File: config.mk
export PLATFORM = sky130hd
export DESIGN_NAME = ocsm_top
export DESIGN_NICKNAME = d
export VERILOG_FILES = /design/src/ocsm_clk_switch.v /design/src/ocsm_rate_meter.v /design/src/ocsm_top.v
export VERILOG_INCLUDE_DIRS = /design/src /design/src/common
export SDC_FILE = /design/constraint.sdc
export NUM_CORES = 1
export LEC_CHECK = 0
export ABC_CLOCK_PERIOD_IN_PS = 7200
export BUFFER_PORTS_ARGS = -buffer_cell sky130_fd_sc_hd__buf_2
export CAP_MARGIN = 20
export CORE_UTILIZATION = 55
export CTS_CLUSTER_DIAMETER = 30
export DETAILED_ROUTE_END_ITERATION = 8
export PLACE_DENSITY = 0.76
export SLEW_MARGIN = 20
export SYNTH_ARGS = -nofsm -noshare
export SYNTH_HDL_FRONTEND = slang
export SYNTH_SLANG_ARGS = --single-unit
File: constraint.sdc
create_clock -name CORE_CLK -period 7.2 [get_ports CORE_CLK]
set_input_delay 0.36 -clock CORE_CLK [delete_from_list [all_inputs] [get_ports CORE_CLK]]
set_output_delay 0.36 -clock CORE_CLK [all_outputs]
set_load 0.02 [all_outputs]
File: src/common/ocsm_defs.vh
// register map, field positions, reset values and timing counts for ocsm
`ifndef OCSM_DEFS_VH
`define OCSM_DEFS_VH
// register byte offsets
`define OCSM_CTRL_ADDR      12'h000
`define OCSM_STATUS_ADDR    12'h004
`define OCSM_IRQ_STAT_ADDR  12'h008
`define OCSM_IRQ_MASK_ADDR  12'h00c
`define OCSM_RATE_ADDR      12'h010
`define OCSM_CSTAT_ADDR     12'h014
// control fields
`define OCSM_CTRL_SRC_OPT   0
`define OCSM_CTRL_TX_CONS   1
`define OCSM_CTRL_CS_FWD    2
`define OCSM_CTRL_RATE_LSB  4
`define OCSM_CTRL_RST       32'h0000_0010
// rate codes
`define OCSM_R_NONE         3'h0
`define OCSM_R_32K          3'h1
`define OCSM_R_44K          3'h2
`define OCSM_R_48K          3'h3
`define OCSM_R_88K          3'h4
`define OCSM_R_96K          3'h5
`define OCSM_R_176K         3'h6
`define OCSM_R_192K         3'h7
// speed modes
`define OCSM_SPD_SINGLE     2'h0
`define OCSM_SPD_DOUBLE     2'h1
`define OCSM_SPD_QUAD       2'h2
// input states
`define OCSM_IN_NOLOCK      2'h0
`define OCSM_IN_LOCK        2'h1
`define OCSM_IN_SYNC        2'h2
// interrupt bits
`define OCSM_IRQ_LOCK       0
`define OCSM_IRQ_LOSS       1
`define OCSM_IRQ_MISM       2
`define OCSM_IRQ_FMT        3
// timing
`define OCSM_CLK_MHZ        100
`define OCSM_GATE_US        100
`define OCSM_GATE_CYC       (`OCSM_GATE_US * `OCSM_CLK_MHZ)
`define OCSM_LOSS_US        40
`define OCSM_LOSS_CYC       (`OCSM_LOSS_US * `OCSM_CLK_MHZ)
`define OCSM_GOOD_FRAMES    8
`define OCSM_XTAL_DIV       32
`endif

File: src/ocsm_clk_switch.v
// glitch-free selection between two clock enables with handover gaps
`timescale 1ns/1ps
module ocsm_clk_switch
(
    input  wire clk,
    input  wire rst_n,
    input  wire sel_ext,
    input  wire int_tick,
    input  wire ext_tick,
    output reg  tick_q,
    output reg  ext_act_q
);
    reg arm_q;

    // the new source takes over at its own tick, so its first period is
    // whole; a recovered clock may already be gone, so leaving it never
    // waits for its tick
    always @(posedge clk)
    begin
        if (!rst_n)
        begin
            tick_q    <= 1'b0;
            ext_act_q <= 1'b0;
            arm_q     <= 1'b0;
        end
        else
        begin
            tick_q <= ext_act_q ? ext_tick : int_tick;
            if (sel_ext != ext_act_q)
            begin
                if (ext_act_q || int_tick)
                    arm_q <= 1'b1;
                if (arm_q && (sel_ext ? ext_tick : int_tick))
                begin
                    ext_act_q <= sel_ext;
                    arm_q     <= 1'b0;
                end
            end
            else
                arm_q <= 1'b0;
        end
    end
endmodule // ocsm_clk_switch

File: src/ocsm_rate_meter.v
// measures the link frame period in core cycles and reports its rate class once per fixed gate
`timescale 1ns/1ps
`include "ocsm_defs.vh"
module ocsm_rate_meter
#(
    parameter GATE_CYC = `OCSM_GATE_CYC
)
(
    input  wire       clk,
    input  wire       rst_n,
    input  wire       frame_tick,
    output reg  [2:0] rate_q,
    output reg        done_q
);
    reg [31:0] gate_q;
    reg [15:0] per_q;
    reg [2:0]  last_q;
    reg [2:0]  prev_q;
    reg        seen_q;

    // frame period in core cycles at 100 MHz, about two percent bands;
    // counting frames in a short gate cannot tell 44.1k from 48k
    function [2:0] classify;
        input [15:0] n;
        begin
            if (n >= 16'd3060 && n <= 16'd3190)
                classify = `OCSM_R_32K;
            else if (n >= 16'd2220 && n <= 16'd2315)
                classify = `OCSM_R_44K;
            else if (n >= 16'd2040 && n <= 16'd2125)
                classify = `OCSM_R_48K;
            else if (n >= 16'd1110 && n <= 16'd1157)
                classify = `OCSM_R_88K;
            else if (n >= 16'd1020 && n <= 16'd1063)
                classify = `OCSM_R_96K;
            else if (n >= 16'd555 && n <= 16'd578)
                classify = `OCSM_R_176K;
            else if (n >= 16'd510 && n <= 16'd531)
                classify = `OCSM_R_192K;
            else
                classify = `OCSM_R_NONE;
        end
    endfunction

    always @(posedge clk)
    begin
        if (!rst_n)
        begin
            gate_q <= 32'h0;
            per_q  <= 16'h0;
            last_q <= `OCSM_R_NONE;
            prev_q <= `OCSM_R_NONE;
            seen_q <= 1'b0;
            rate_q <= `OCSM_R_NONE;
            done_q <= 1'b0;
        end
        else
        begin
            done_q <= 1'b0;
            if (frame_tick)
            begin
                per_q  <= 16'h0;
                last_q <= classify(per_q + 16'h1);
                prev_q <= last_q;
            end
            else if (per_q != 16'hffff)
                per_q <= per_q + 16'h1;
            if (gate_q == GATE_CYC - 1)
            begin
                gate_q <= 32'h0;
                seen_q <= frame_tick;
                // a frame seen in the gate and two equal period classes in a row, else no rate
                rate_q <= (seen_q && last_q == prev_q) ?
                          last_q : `OCSM_R_NONE;
                done_q <= 1'b1;
            end
            else
            begin
                gate_q <= gate_q + 32'h1;
                if (frame_tick)
                    seen_q <= 1'b1;
            end
        end
    end
endmodule // ocsm_rate_meter

File: src/ocsm_top.v
// optical input clock selection, status and channel mapping with apb slave
// Contract
// - with optical source chosen, scan input and use recovered clock
// - fall back to internal clock as master when input reference lost
// - report input as no lock, lock, or sync
// - measure input rate; report no lock when rate unknown
// - never report sync when input rate differs from running rate
// - flag error when stable input rate differs from configured rate
// - multiplex one channel over two or four optical channels at speed
// - 88.2/96 kHz double speed, 176.4/192 kHz quad speed
// - receive channels 1-8, 1-4 or 1-2 by speed
// - transmit channels 1-8, 1-4 or 1-2 by speed
// - auto-detect consumer format, audio into first two slots
// - setting selects tx format; consumer tx takes first two slots
// - channel status of consumer input readable when forwarding enabled
//
// Design decisions made here: the register addresses and the APB register port.
`timescale 1ns/1ps
`include "ocsm_defs.vh"
module ocsm_top
#(
    parameter GATE_CYC = `OCSM_GATE_CYC,
    parameter LOSS_CYC = `OCSM_LOSS_CYC
)
(
    input  wire        CORE_CLK,
    input  wire        RST_N,
    input  wire        PSEL,
    input  wire        PENABLE,
    input  wire        PWRITE,
    input  wire [11:0] PADDR,
    input  wire [31:0] PWDATA,
    output reg  [31:0] PRDATA,
    output reg         PREADY,
    output reg         PSLVERR,
    output reg         IRQ,
    input  wire        RX_FRAME_CLK,
    input  wire        RX_FRAME_OK,
    input  wire        RX_CONSUMER,
    input  wire        RX_CS_BIT,
    input  wire [7:0]  RX_SLOT_VALID,
    input  wire [7:0]  TX_SLOT_REQ,
    output reg         SAMPLE_TICK,
    output reg         CLK_EXT_ACTIVE,
    output reg         CLK_MASTER,
    output reg  [1:0]  SPEED_MODE,
    output reg  [7:0]  RX_SLOT_EN,
    output reg  [7:0]  TX_SLOT_EN,
    output reg         TX_CONSUMER,
    output reg  [1:0]  MUX_FACTOR
);
    ////////////////////////////////////////////////////////////////////////
    // link input synchronisers
    reg [1:0] fclk_s_q;
    reg       fclk_d_q;
    reg [1:0] ok_s_q;
    reg [1:0] cons_s_q;
    reg [1:0] cs_s_q;
    reg [7:0] rxv_a_q;
    reg [7:0] rxv_b_q;
    always @(posedge CORE_CLK)
    begin
        fclk_s_q <= {fclk_s_q[0], RX_FRAME_CLK};
        ok_s_q   <= {ok_s_q[0], RX_FRAME_OK};
        cons_s_q <= {cons_s_q[0], RX_CONSUMER};
        cs_s_q   <= {cs_s_q[0], RX_CS_BIT};
        rxv_a_q  <= RX_SLOT_VALID;
        rxv_b_q  <= rxv_a_q;
        fclk_d_q <= fclk_s_q[1];
    end
    wire frame_tick = fclk_s_q[1] & ~fclk_d_q;
    wire frame_ok   = ok_s_q[1];
    wire consumer   = cons_s_q[1];

    ////////////////////////////////////////////////////////////////////////
    // registers
    reg  [31:0] ctrl_q;
    reg  [3:0]  irq_stat_q;
    reg  [3:0]  irq_mask_q;
    reg  [31:0] cstat_q;
    wire        src_opt  = ctrl_q[`OCSM_CTRL_SRC_OPT];
    wire        tx_cons  = ctrl_q[`OCSM_CTRL_TX_CONS];
    wire        cs_fwd   = ctrl_q[`OCSM_CTRL_CS_FWD];
    wire [2:0]  cfg_rate = ctrl_q[`OCSM_CTRL_RATE_LSB+2:`OCSM_CTRL_RATE_LSB];

    function [1:0] speed_of;
        input [2:0] r;
        begin
            if (r == `OCSM_R_88K || r == `OCSM_R_96K)
                speed_of = `OCSM_SPD_DOUBLE;
            else if (r == `OCSM_R_176K || r == `OCSM_R_192K)
                speed_of = `OCSM_SPD_QUAD;
            else
                speed_of = `OCSM_SPD_SINGLE;
        end
    endfunction

    function [7:0] slots_of;
        input [1:0] s;
        begin
            case (s)
                `OCSM_SPD_DOUBLE: slots_of = 8'h0f;
                `OCSM_SPD_QUAD:   slots_of = 8'h03;
                default:          slots_of = 8'hff;
            endcase
        end
    endfunction

    ////////////////////////////////////////////////////////////////////////
    // rate measurement and validity
    wire [2:0] meas_rate;
    wire       meas_done;
    ocsm_rate_meter #(.GATE_CYC(GATE_CYC)) u_meter
    (
        .clk        (CORE_CLK),
        .rst_n      (RST_N),
        .frame_tick (frame_tick),
        .rate_q     (meas_rate),
        .done_q     (meas_done)
    );

    reg [3:0]  good_q;
    reg [31:0] idle_q;
    reg        valid_q;
    reg [2:0]  in_rate_q;
    wire       lost = !frame_ok || idle_q >= LOSS_CYC;
    always @(posedge CORE_CLK)
    begin
        if (!RST_N)
        begin
            good_q    <= 4'h0;
            idle_q    <= 32'h0;
            valid_q   <= 1'b0;
            in_rate_q <= `OCSM_R_NONE;
        end
        else
        begin
            idle_q <= frame_tick ? 32'h0 : idle_q + {31'h0, ~lost};
            if (lost)
            begin
                good_q    <= 4'h0;
                valid_q   <= 1'b0;
                in_rate_q <= `OCSM_R_NONE;
            end
            else
            begin
                if (frame_tick && good_q != `OCSM_GOOD_FRAMES)
                    good_q <= good_q + 4'h1;
                if (meas_done)
                begin
                    in_rate_q <= meas_rate;
                    valid_q   <= good_q == `OCSM_GOOD_FRAMES &&
                                 meas_rate != `OCSM_R_NONE;
                end
            end
        end
    end

    ////////////////////////////////////////////////////////////////////////
    // clock selection
    reg [4:0] xdiv_q;
    reg       int_tick_q;
    always @(posedge CORE_CLK)
    begin
        if (!RST_N)
        begin
            xdiv_q     <= 5'h0;
            int_tick_q <= 1'b0;
        end
        else
        begin
            xdiv_q     <= xdiv_q + 5'h1;
            int_tick_q <= xdiv_q == `OCSM_XTAL_DIV - 1;
        end
    end

    wire sel_ext = src_opt & valid_q;
    wire tick_w;
    wire ext_w;
    ocsm_clk_switch u_switch
    (
        .clk       (CORE_CLK),
        .rst_n     (RST_N),
        .sel_ext   (sel_ext),
        .int_tick  (int_tick_q),
        .ext_tick  (frame_tick),
        .tick_q    (tick_w),
        .ext_act_q (ext_w)
    );

    wire [2:0] run_rate = ext_w ? in_rate_q : cfg_rate;
    wire       mism     = valid_q && in_rate_q != cfg_rate;
    wire       synced   = valid_q && in_rate_q == run_rate &&
                          (ext_w || !src_opt);
    wire [1:0] in_state = !valid_q ? `OCSM_IN_NOLOCK :
                          synced ? `OCSM_IN_SYNC : `OCSM_IN_LOCK;
    wire [1:0] spd      = speed_of(run_rate);

    ////////////////////////////////////////////////////////////////////////
    // channel mapping and outputs
    reg valid_d1_q;
    reg mism_d1_q;
    reg cons_d1_q;
    always @(posedge CORE_CLK)
    begin
        if (!RST_N)
        begin
            SAMPLE_TICK    <= 1'b0;
            CLK_EXT_ACTIVE <= 1'b0;
            CLK_MASTER     <= 1'b1;
            SPEED_MODE     <= `OCSM_SPD_SINGLE;
            RX_SLOT_EN     <= 8'h0;
            TX_SLOT_EN     <= 8'h0;
            TX_CONSUMER    <= 1'b0;
            MUX_FACTOR     <= 2'h1;
            valid_d1_q     <= 1'b0;
            mism_d1_q      <= 1'b0;
            cons_d1_q      <= 1'b0;
            cstat_q        <= 32'h0;
        end
        else
        begin
            SAMPLE_TICK    <= tick_w;
            CLK_EXT_ACTIVE <= ext_w;
            CLK_MASTER     <= ~ext_w;
            SPEED_MODE     <= spd;
            MUX_FACTOR     <= spd == `OCSM_SPD_QUAD ? 2'h3 :
                              spd == `OCSM_SPD_DOUBLE ? 2'h2 : 2'h1;
            RX_SLOT_EN     <= !valid_q ? 8'h0 :
                              consumer ? 8'h03 :
                              slots_of(spd) & rxv_b_q;
            TX_CONSUMER    <= tx_cons;
            TX_SLOT_EN     <= (tx_cons ? 8'h03 : slots_of(spd)) &
                              TX_SLOT_REQ;
            valid_d1_q     <= valid_q;
            mism_d1_q      <= mism;
            cons_d1_q      <= consumer;
            if (cs_fwd && consumer && valid_q && frame_tick)
                cstat_q <= {cstat_q[30:0], cs_s_q[1]};
        end
    end

    ////////////////////////////////////////////////////////////////////////
    // apb slave and interrupts
    wire        acc = PSEL & PENABLE & PREADY;
    wire        wr  = acc & PWRITE;
    wire [3:0]  ev  = {consumer & ~cons_d1_q, mism & ~mism_d1_q,
                       valid_d1_q & ~valid_q, valid_q & ~valid_d1_q};
    wire        hit = PADDR == `OCSM_CTRL_ADDR || PADDR == `OCSM_STATUS_ADDR ||
                      PADDR == `OCSM_IRQ_STAT_ADDR ||
                      PADDR == `OCSM_IRQ_MASK_ADDR ||
                      PADDR == `OCSM_RATE_ADDR || PADDR == `OCSM_CSTAT_ADDR;
    reg [31:0]  rd;
    always @*
    begin
        case (PADDR)
            `OCSM_CTRL_ADDR:     rd = ctrl_q;
            `OCSM_STATUS_ADDR:   rd = {24'h0, mism, consumer, ext_w,
                                       spd, 1'b0, in_state};
            `OCSM_IRQ_STAT_ADDR: rd = {28'h0, irq_stat_q};
            `OCSM_IRQ_MASK_ADDR: rd = {28'h0, irq_mask_q};
            `OCSM_RATE_ADDR:     rd = {29'h0, in_rate_q};
            `OCSM_CSTAT_ADDR:    rd = cs_fwd ? cstat_q : 32'h0;
            default:             rd = 32'h0;
        endcase
    end

    always @(posedge CORE_CLK)
    begin
        if (!RST_N)
        begin
            ctrl_q     <= `OCSM_CTRL_RST;
            irq_stat_q <= 4'h0;
            irq_mask_q <= 4'h0;
            PRDATA     <= 32'h0;
            PREADY     <= 1'b0;
            PSLVERR    <= 1'b0;
            IRQ        <= 1'b0;
        end
        else
        begin
            PREADY  <= PSEL & PENABLE & ~PREADY;
            PSLVERR <= PSEL & PENABLE & ~PREADY & ~hit;
            if (PSEL & PENABLE & ~PREADY)
                PRDATA <= rd;
            if (wr && PADDR == `OCSM_CTRL_ADDR)
                ctrl_q <= {25'h0, PWDATA[6:4], 1'b0, PWDATA[2:0]};
            if (wr && PADDR == `OCSM_IRQ_MASK_ADDR)
                irq_mask_q <= PWDATA[3:0];
            irq_stat_q <= (irq_stat_q &
                          ~((wr && PADDR == `OCSM_IRQ_STAT_ADDR) ?
                            PWDATA[3:0] : 4'h0)) | ev;
            IRQ <= |(irq_stat_q & irq_mask_q);
        end
    end
endmodule // ocsm_top

; Yosys cells after proc, flatten, opt, wreduce, memory -nomap -nowiden
; Cells that the tools add are included.
[classes]
bitwise = 28
n_reduce_logical = 44
div = 0
eq_ne = 20
mul = 0
magnitude_cmp = 15
shift = 0
n_addsub = 5
n_mux = 27
[op_table]
columns = operator, n
row1 = one-hot mux 32 bit (6 select lines), 1
row2 = <= comparator 16 x 12 -> 1 bit (second input constant), 3
row3 = adder 32 x 1 -> 32 bit, 1
row4 = adder 32 x 1 -> 32 bit (second input constant), 1
row5 = == test 32 x 14 -> 1 bit (second input constant), 1
row6 = >= comparator 16 x 10 -> 1 bit (second input constant), 2
row7 = >= comparator 16 x 11 -> 1 bit (second input constant), 2
row8 = >= comparator 16 x 12 -> 1 bit (second input constant), 2
row9 = >= comparator 32 x 12 -> 1 bit (second input constant), 1
row10 = <= comparator 16 x 10 -> 1 bit (second input constant), 2
row11 = <= comparator 16 x 11 -> 1 bit (second input constant), 2
row12 = two-way mux 32 bit, 1
row13 = two-way mux 3 bit, 9
row14 = == test 12 x 4 -> 1 bit (second input constant), 2
row15 = == test 12 x 5 -> 1 bit (second input constant), 2
row16 = logical AND 1 bit, 20
row17 = adder 16 x 1 -> 16 bit (second input constant), 1
row18 = AND 8 bit, 2
row19 = >= comparator 16 x 9 -> 1 bit (second input constant), 1
row20 = two-way mux 8 bit, 2
row21 = != test 16 bit (second input constant), 1
row22 = one-hot mux 8 bit (2 select lines), 1
row23 = two-way mux 2 bit, 7
row24 = == test 12 x 3 -> 1 bit (second input constant), 1
row25 = other kinds (27), 71
[word_totals]
ram_bits = 0
out_inout_bits = 59
romBits = 0
regBits = 241
wordCells = 183
memories = 0
input_bits = 69
latch_bits = 0

; Logic depth before layout (Yosys ltp)
[logic_depth]
depth_word = 10
mapped_depth = 13
ltp_nobuf = 13

; Modules after synthesis
; A second synthesis with hierarchy kept.
[unflattened]
hier_cells = 1149
hier_area_um2 = 10274.9
[modules_own_cells]
columns = mod, instances, area_per_inst_um2, cells_per_inst, seq_area_each_um2
row1 = ocsm_top, 1, 6697.7, 718, 3583.4
row2 = ocsm_rate_meter, 1, 3434.5, 416, 1181.1
row3 = ocsm_clk_switch, 1, 142.6, 15, 60.1

; Least setup slack after synthesis
; No wires, ideal clock.
[synth_timing]
path_type = flip-flop to flip-flop
startpoint = reg idle_q[9]
endpoint = reg idle_q[30]
arrival_ns = 2.812
setup_ns = 0.071
path_stages_with_launch = 13
required_ns = 7.129
path_buffers = 0
setup_slack_ns = 4.317
synth_period_minus_slack_ns = 2.883
cell_sequence = dfxtp_1 and3_1 o2111ai_1 nand3_1 nor3_1 ha_1 ha_1 nand3_1 or3_1 nor3_2 nand4_2 or3_1 a21oi_1
[synth_between]
elab_chain_cells = 4
[synth_rtl]
columns = element, line
row1 = "start, declared", ocsm_top.v:123  ; reg [31:0] idle_q;
row2 = "start signal, assigned", ocsm_top.v:138  ; idle_q <= frame_tick ? 32'h0 : idle_q + {31'h0, ~lost};
row3 = >= comparator 32 x 12 -> 1 bit, ocsm_top.v:126  ; wire lost = !frame_ok || idle_q >= LOSS_CYC;
row4 = logical OR 1 bit, ocsm_top.v:126
row5 = inverter 1 bit, ocsm_top.v:138
row6 = adder 32 x 1 -> 32 bit *, ocsm_top.v:138
; Every way passes the cells marked *; elsewhere a longest branch is shown, timed or not.
; A chain may end at the register's enable or synchronous reset.

; Worst setup path in the final report
; Same ends and word-level chain as after synthesis.

==> metrics.txt <==
Syn Inst Count 1,102; Max Freq 291.6 MHz; worst hold margin 0.04821 ns; # DRC 0; WP data required 7.62 ns; Crit Path Class flip-flop to flip-flop; initial core utilization 56.62%; Tmin final 3.429 ns; post-synthesis mux area share 0.8120%; Area growth syn-to-layout 22.71%; Rows 48; CTS Sinks 241; Synth Register Bits 241; Synth Area in XOR/XNOR 7.460%; final wirelength 21,390 um; Layout fillers 1,353; area of the core 17,420 um^2; share of the synthesized area in the top cell type 48.92%; Initial DRC Count 422; Synth Area in Adders 1.396%; diode count 0; total track usage 23.55%; Wirelength per Cell 14.56 um; Area contributors post-synth dfxtp_1 (49%), nor2_1 (5.8%), nand2_1 (5.1%), a21oi_1 (4.3%), xnor2_1 (3.7%); Worst setup EP type flip-flop; Final ANT Viol Nets 0; Ys Warns 0; root buf cell clkbuf_16; Design Area, Final 12,100 um^2; Pleak 4.613 nW; total CTS buffers 44; Max-slew headroom 29.84%; crit share post-route 47.62%; # nets final 1,291; Avg Cell Area, Syn 8.949 um^2; Maximum Capacitance Violations 0; Mapped Area 9862 um^2; number of flops mapped to enable cells by yosys 0; syn nets 1,182; Worst EP arrival 3.85 ns; share of post-route cells with drive strength above 1 18.41%; Final Skew 0.01897 ns; Total Neg Setup Slack 0 ns; GRT Residual Overflow 0; GP Congestion 0.8885; CTS tree yes; Int Pwr 0.002788 W; Pwr per Cell Area 292.1 nW/um^2; Clock Latency Late Sink 0.52 ns; Final HPWL DP 13,780 um; largest family of logic cells by synthesized area simple AND/OR/NAND/NOR gates; Reg area 4825 um^2; Reg power frac 38.6%; H-tree levels 2; most frequent cell after synthesis dfxtp_1; Die W 135.9 um; Clk pwr share 59.2%; initial antenna violation count 0; CP startpoint kind flip-flop; Worst-path clk slew 0.05 ns; largest net degree at the start of global routing 80; Slew @ Worst Pin 1.050 ns; RSZ-0062 raised after global routing no; I/O Buffers 102; Via density 5.548; vias in the first global route 7,636; switching pwr 0.0007469 W; synth cell count leaders dfxtp_1 (241), nor2_1 (152), nand2_1 (134); total die area 18,470 um^2; area of the multi-input gates 4712 um^2; pins over their slew limit 0; area post-placement 10,440 um^2; hold crit path type input pin to flip-flop; Final setup viols 0; Compound-Gate Fraction of Synth Area 12.88%; first-pass GRT wire length 35,720 um; DR vias 8,150; Die Y 135.9 um; Max clock buf depth 3; ys flop type dfxtp_1; drt pass-1 iters 5; Max VDD drop 234.2 uV; area leader, netlist dfxtp_1; Comb power frac 2.2%; crit-path max FO 7; number of unique standard cell types used by synthesis 75; Final Hold Fails 0; fraction of registers with async set/reset 0%; num ports 128; register area share after synthesis 48.92%; status finished, final reports clean; Synth Area in Simple Gates 25.08%; sw frac 21.13%
[critical path, cell delays in order, from the launching register on]
cell       delay (ns)
dfxtp_1          0.34
and3_1           0.25
o2111ai_1        0.12
nand3_1          0.10
nor3_1           0.36
ha_1             0.27
ha_1             0.19
nand3_1          0.22
or3_1            0.41
nor3_2           0.30
nand4_2          0.24
or3_1            0.40
a21oi_1          0.13
[layout by cell type, fill, tap and decap left out, types with 12 or more instances in the layout]
| master | Yosys | final |
|---|---|---|
| xor2_1 | 42 | 42 |
| a22oi_1 | 20 | 20 |
| nor3_1 | 17 | 17 |
| o21ai_0 | 12 | 12 |
| and2_1 | 20 | 20 |
| nor4_1 | 13 | 12 |
| nand3_1 | 56 | 56 |
| xnor2_1 | 42 | 42 |
| nor2_1 | 152 | 151 |
| and3_1 | 20 | 20 |
| nand4_1 | 19 | 19 |
| nand2_1 | 134 | 134 |
| dfxtp_1 | 241 | 241 |
| buf_2 | 6 | 102 |
| dlygate4sd3_1 | 0 | 12 |
| inv_1 | 19 | 18 |
| a21oi_1 | 85 | 85 |
| clkbuf_16 | 0 | 45 |
[flip-flops by register name, summed over array words and instances (netlist names), 8 cells and up]
register and cells:
PRDATA 32, cstat_q 32, RX_SLOT_EN 8, u_meter.per_q 16, u_meter.gate_q 32, TX_SLOT_EN 8, rxv_b_q 8, idle_q 32
rxv_a_q 8
[power by group through the flow]
stage / clock network [W] / logic (W) / registers (W)
after floorplan: 0 / 0.0000450 / 0.00139
after global placement: 0 / 0.0000702 / 0.00139
after detailed placement: 0 / 0.0000714 / 0.00139
after CTS: 0.00212 / 0.0000769 / 0.00136
after global routing: 0.00219 / 0.0000850 / 0.00137
final: 0.00209 / 0.0000769 / 0.00136
[path summary, 6_finish.rpt]
path,start,to,slack (ns),cells past startpoint
worst max register to register,idle_q[9]$_SDFF_PP0_,idle_q[30]$_SDFF_PP0_,3.77,12
worst min-delay path,TX_SLOT_REQ[7],TX_SLOT_EN[7]$_SDFF_PN0_,0.05,2
worst min register to register,ok_s_q[0]$_DFF_P_,ok_s_q[1]$_DFF_P_,0.32,0
worst max-delay path,idle_q[9]$_SDFF_PP0_,idle_q[30]$_SDFF_PP0_,3.77,12
[cell families (layout without fill, tap and decap cells)]
kind of cell | count (synthesis) | in the layout
AO/OA/AOI/OAI | 188 | 188
XOR/XNOR | 84 | 84
adder cells (fa/ha/maj) | 11 | 11
buffers and inverters | 76 | 218
flip-flops | 241 | 241
multiplexers | 8 | 8
AND/OR/NAND/NOR | 494 | 494
[layout make-up]
class | count | share of cell area (%)
clock buffers | 57 | 10.26
clock inverters | 22 | 2.440
inverters | 19 | 0.5893
multi-input cells | 785 | 38.94
flip-flops and latches | 241 | 39.87
well taps | 225 | 2.326
repair buffers | 120 | 5.583
[per-layer routing]
| layer | GRT usage [%] | wire length (um) | vias up |
|---|---|---|---|
| met2 | 39.85 | 10160 | 214 |
| met4 | 8.210 | 427 | 0 |
| li1 | - | - | 4055 |
| met3 | 4.474 | 1134 | 42 |
| met1 | 29.88 | 9661 | 3839 |
| met5 | 0 | 0 | - |
[what timing repair did]
action	CTS	global route
resized for setup	0	0
hold endpoints to repair	12	0
setup buffers	0	0
hold buffers	12	0
[metrics by stage]
step / setup WS [ns] / cells / utilization (%) / total power (W)
6_report: 3.771 / 1469 / 69.48 / 0.003534
5_1_grt: 3.512 / 1469 / 69.48 / 0.003640
4_1_cts: 3.745 / 1469 / 69.45 / 0.003565
3_5_place_dp: 3.754 / 1378 / 59.94 / 0.001462
3_3_place_gp: 3.843 / 1378 / 59.94 / 0.001460
2_1_floorplan: 4.317 / 1102 / - / 0.001434
Note: power is estimated with default switching activity, not from simulation.
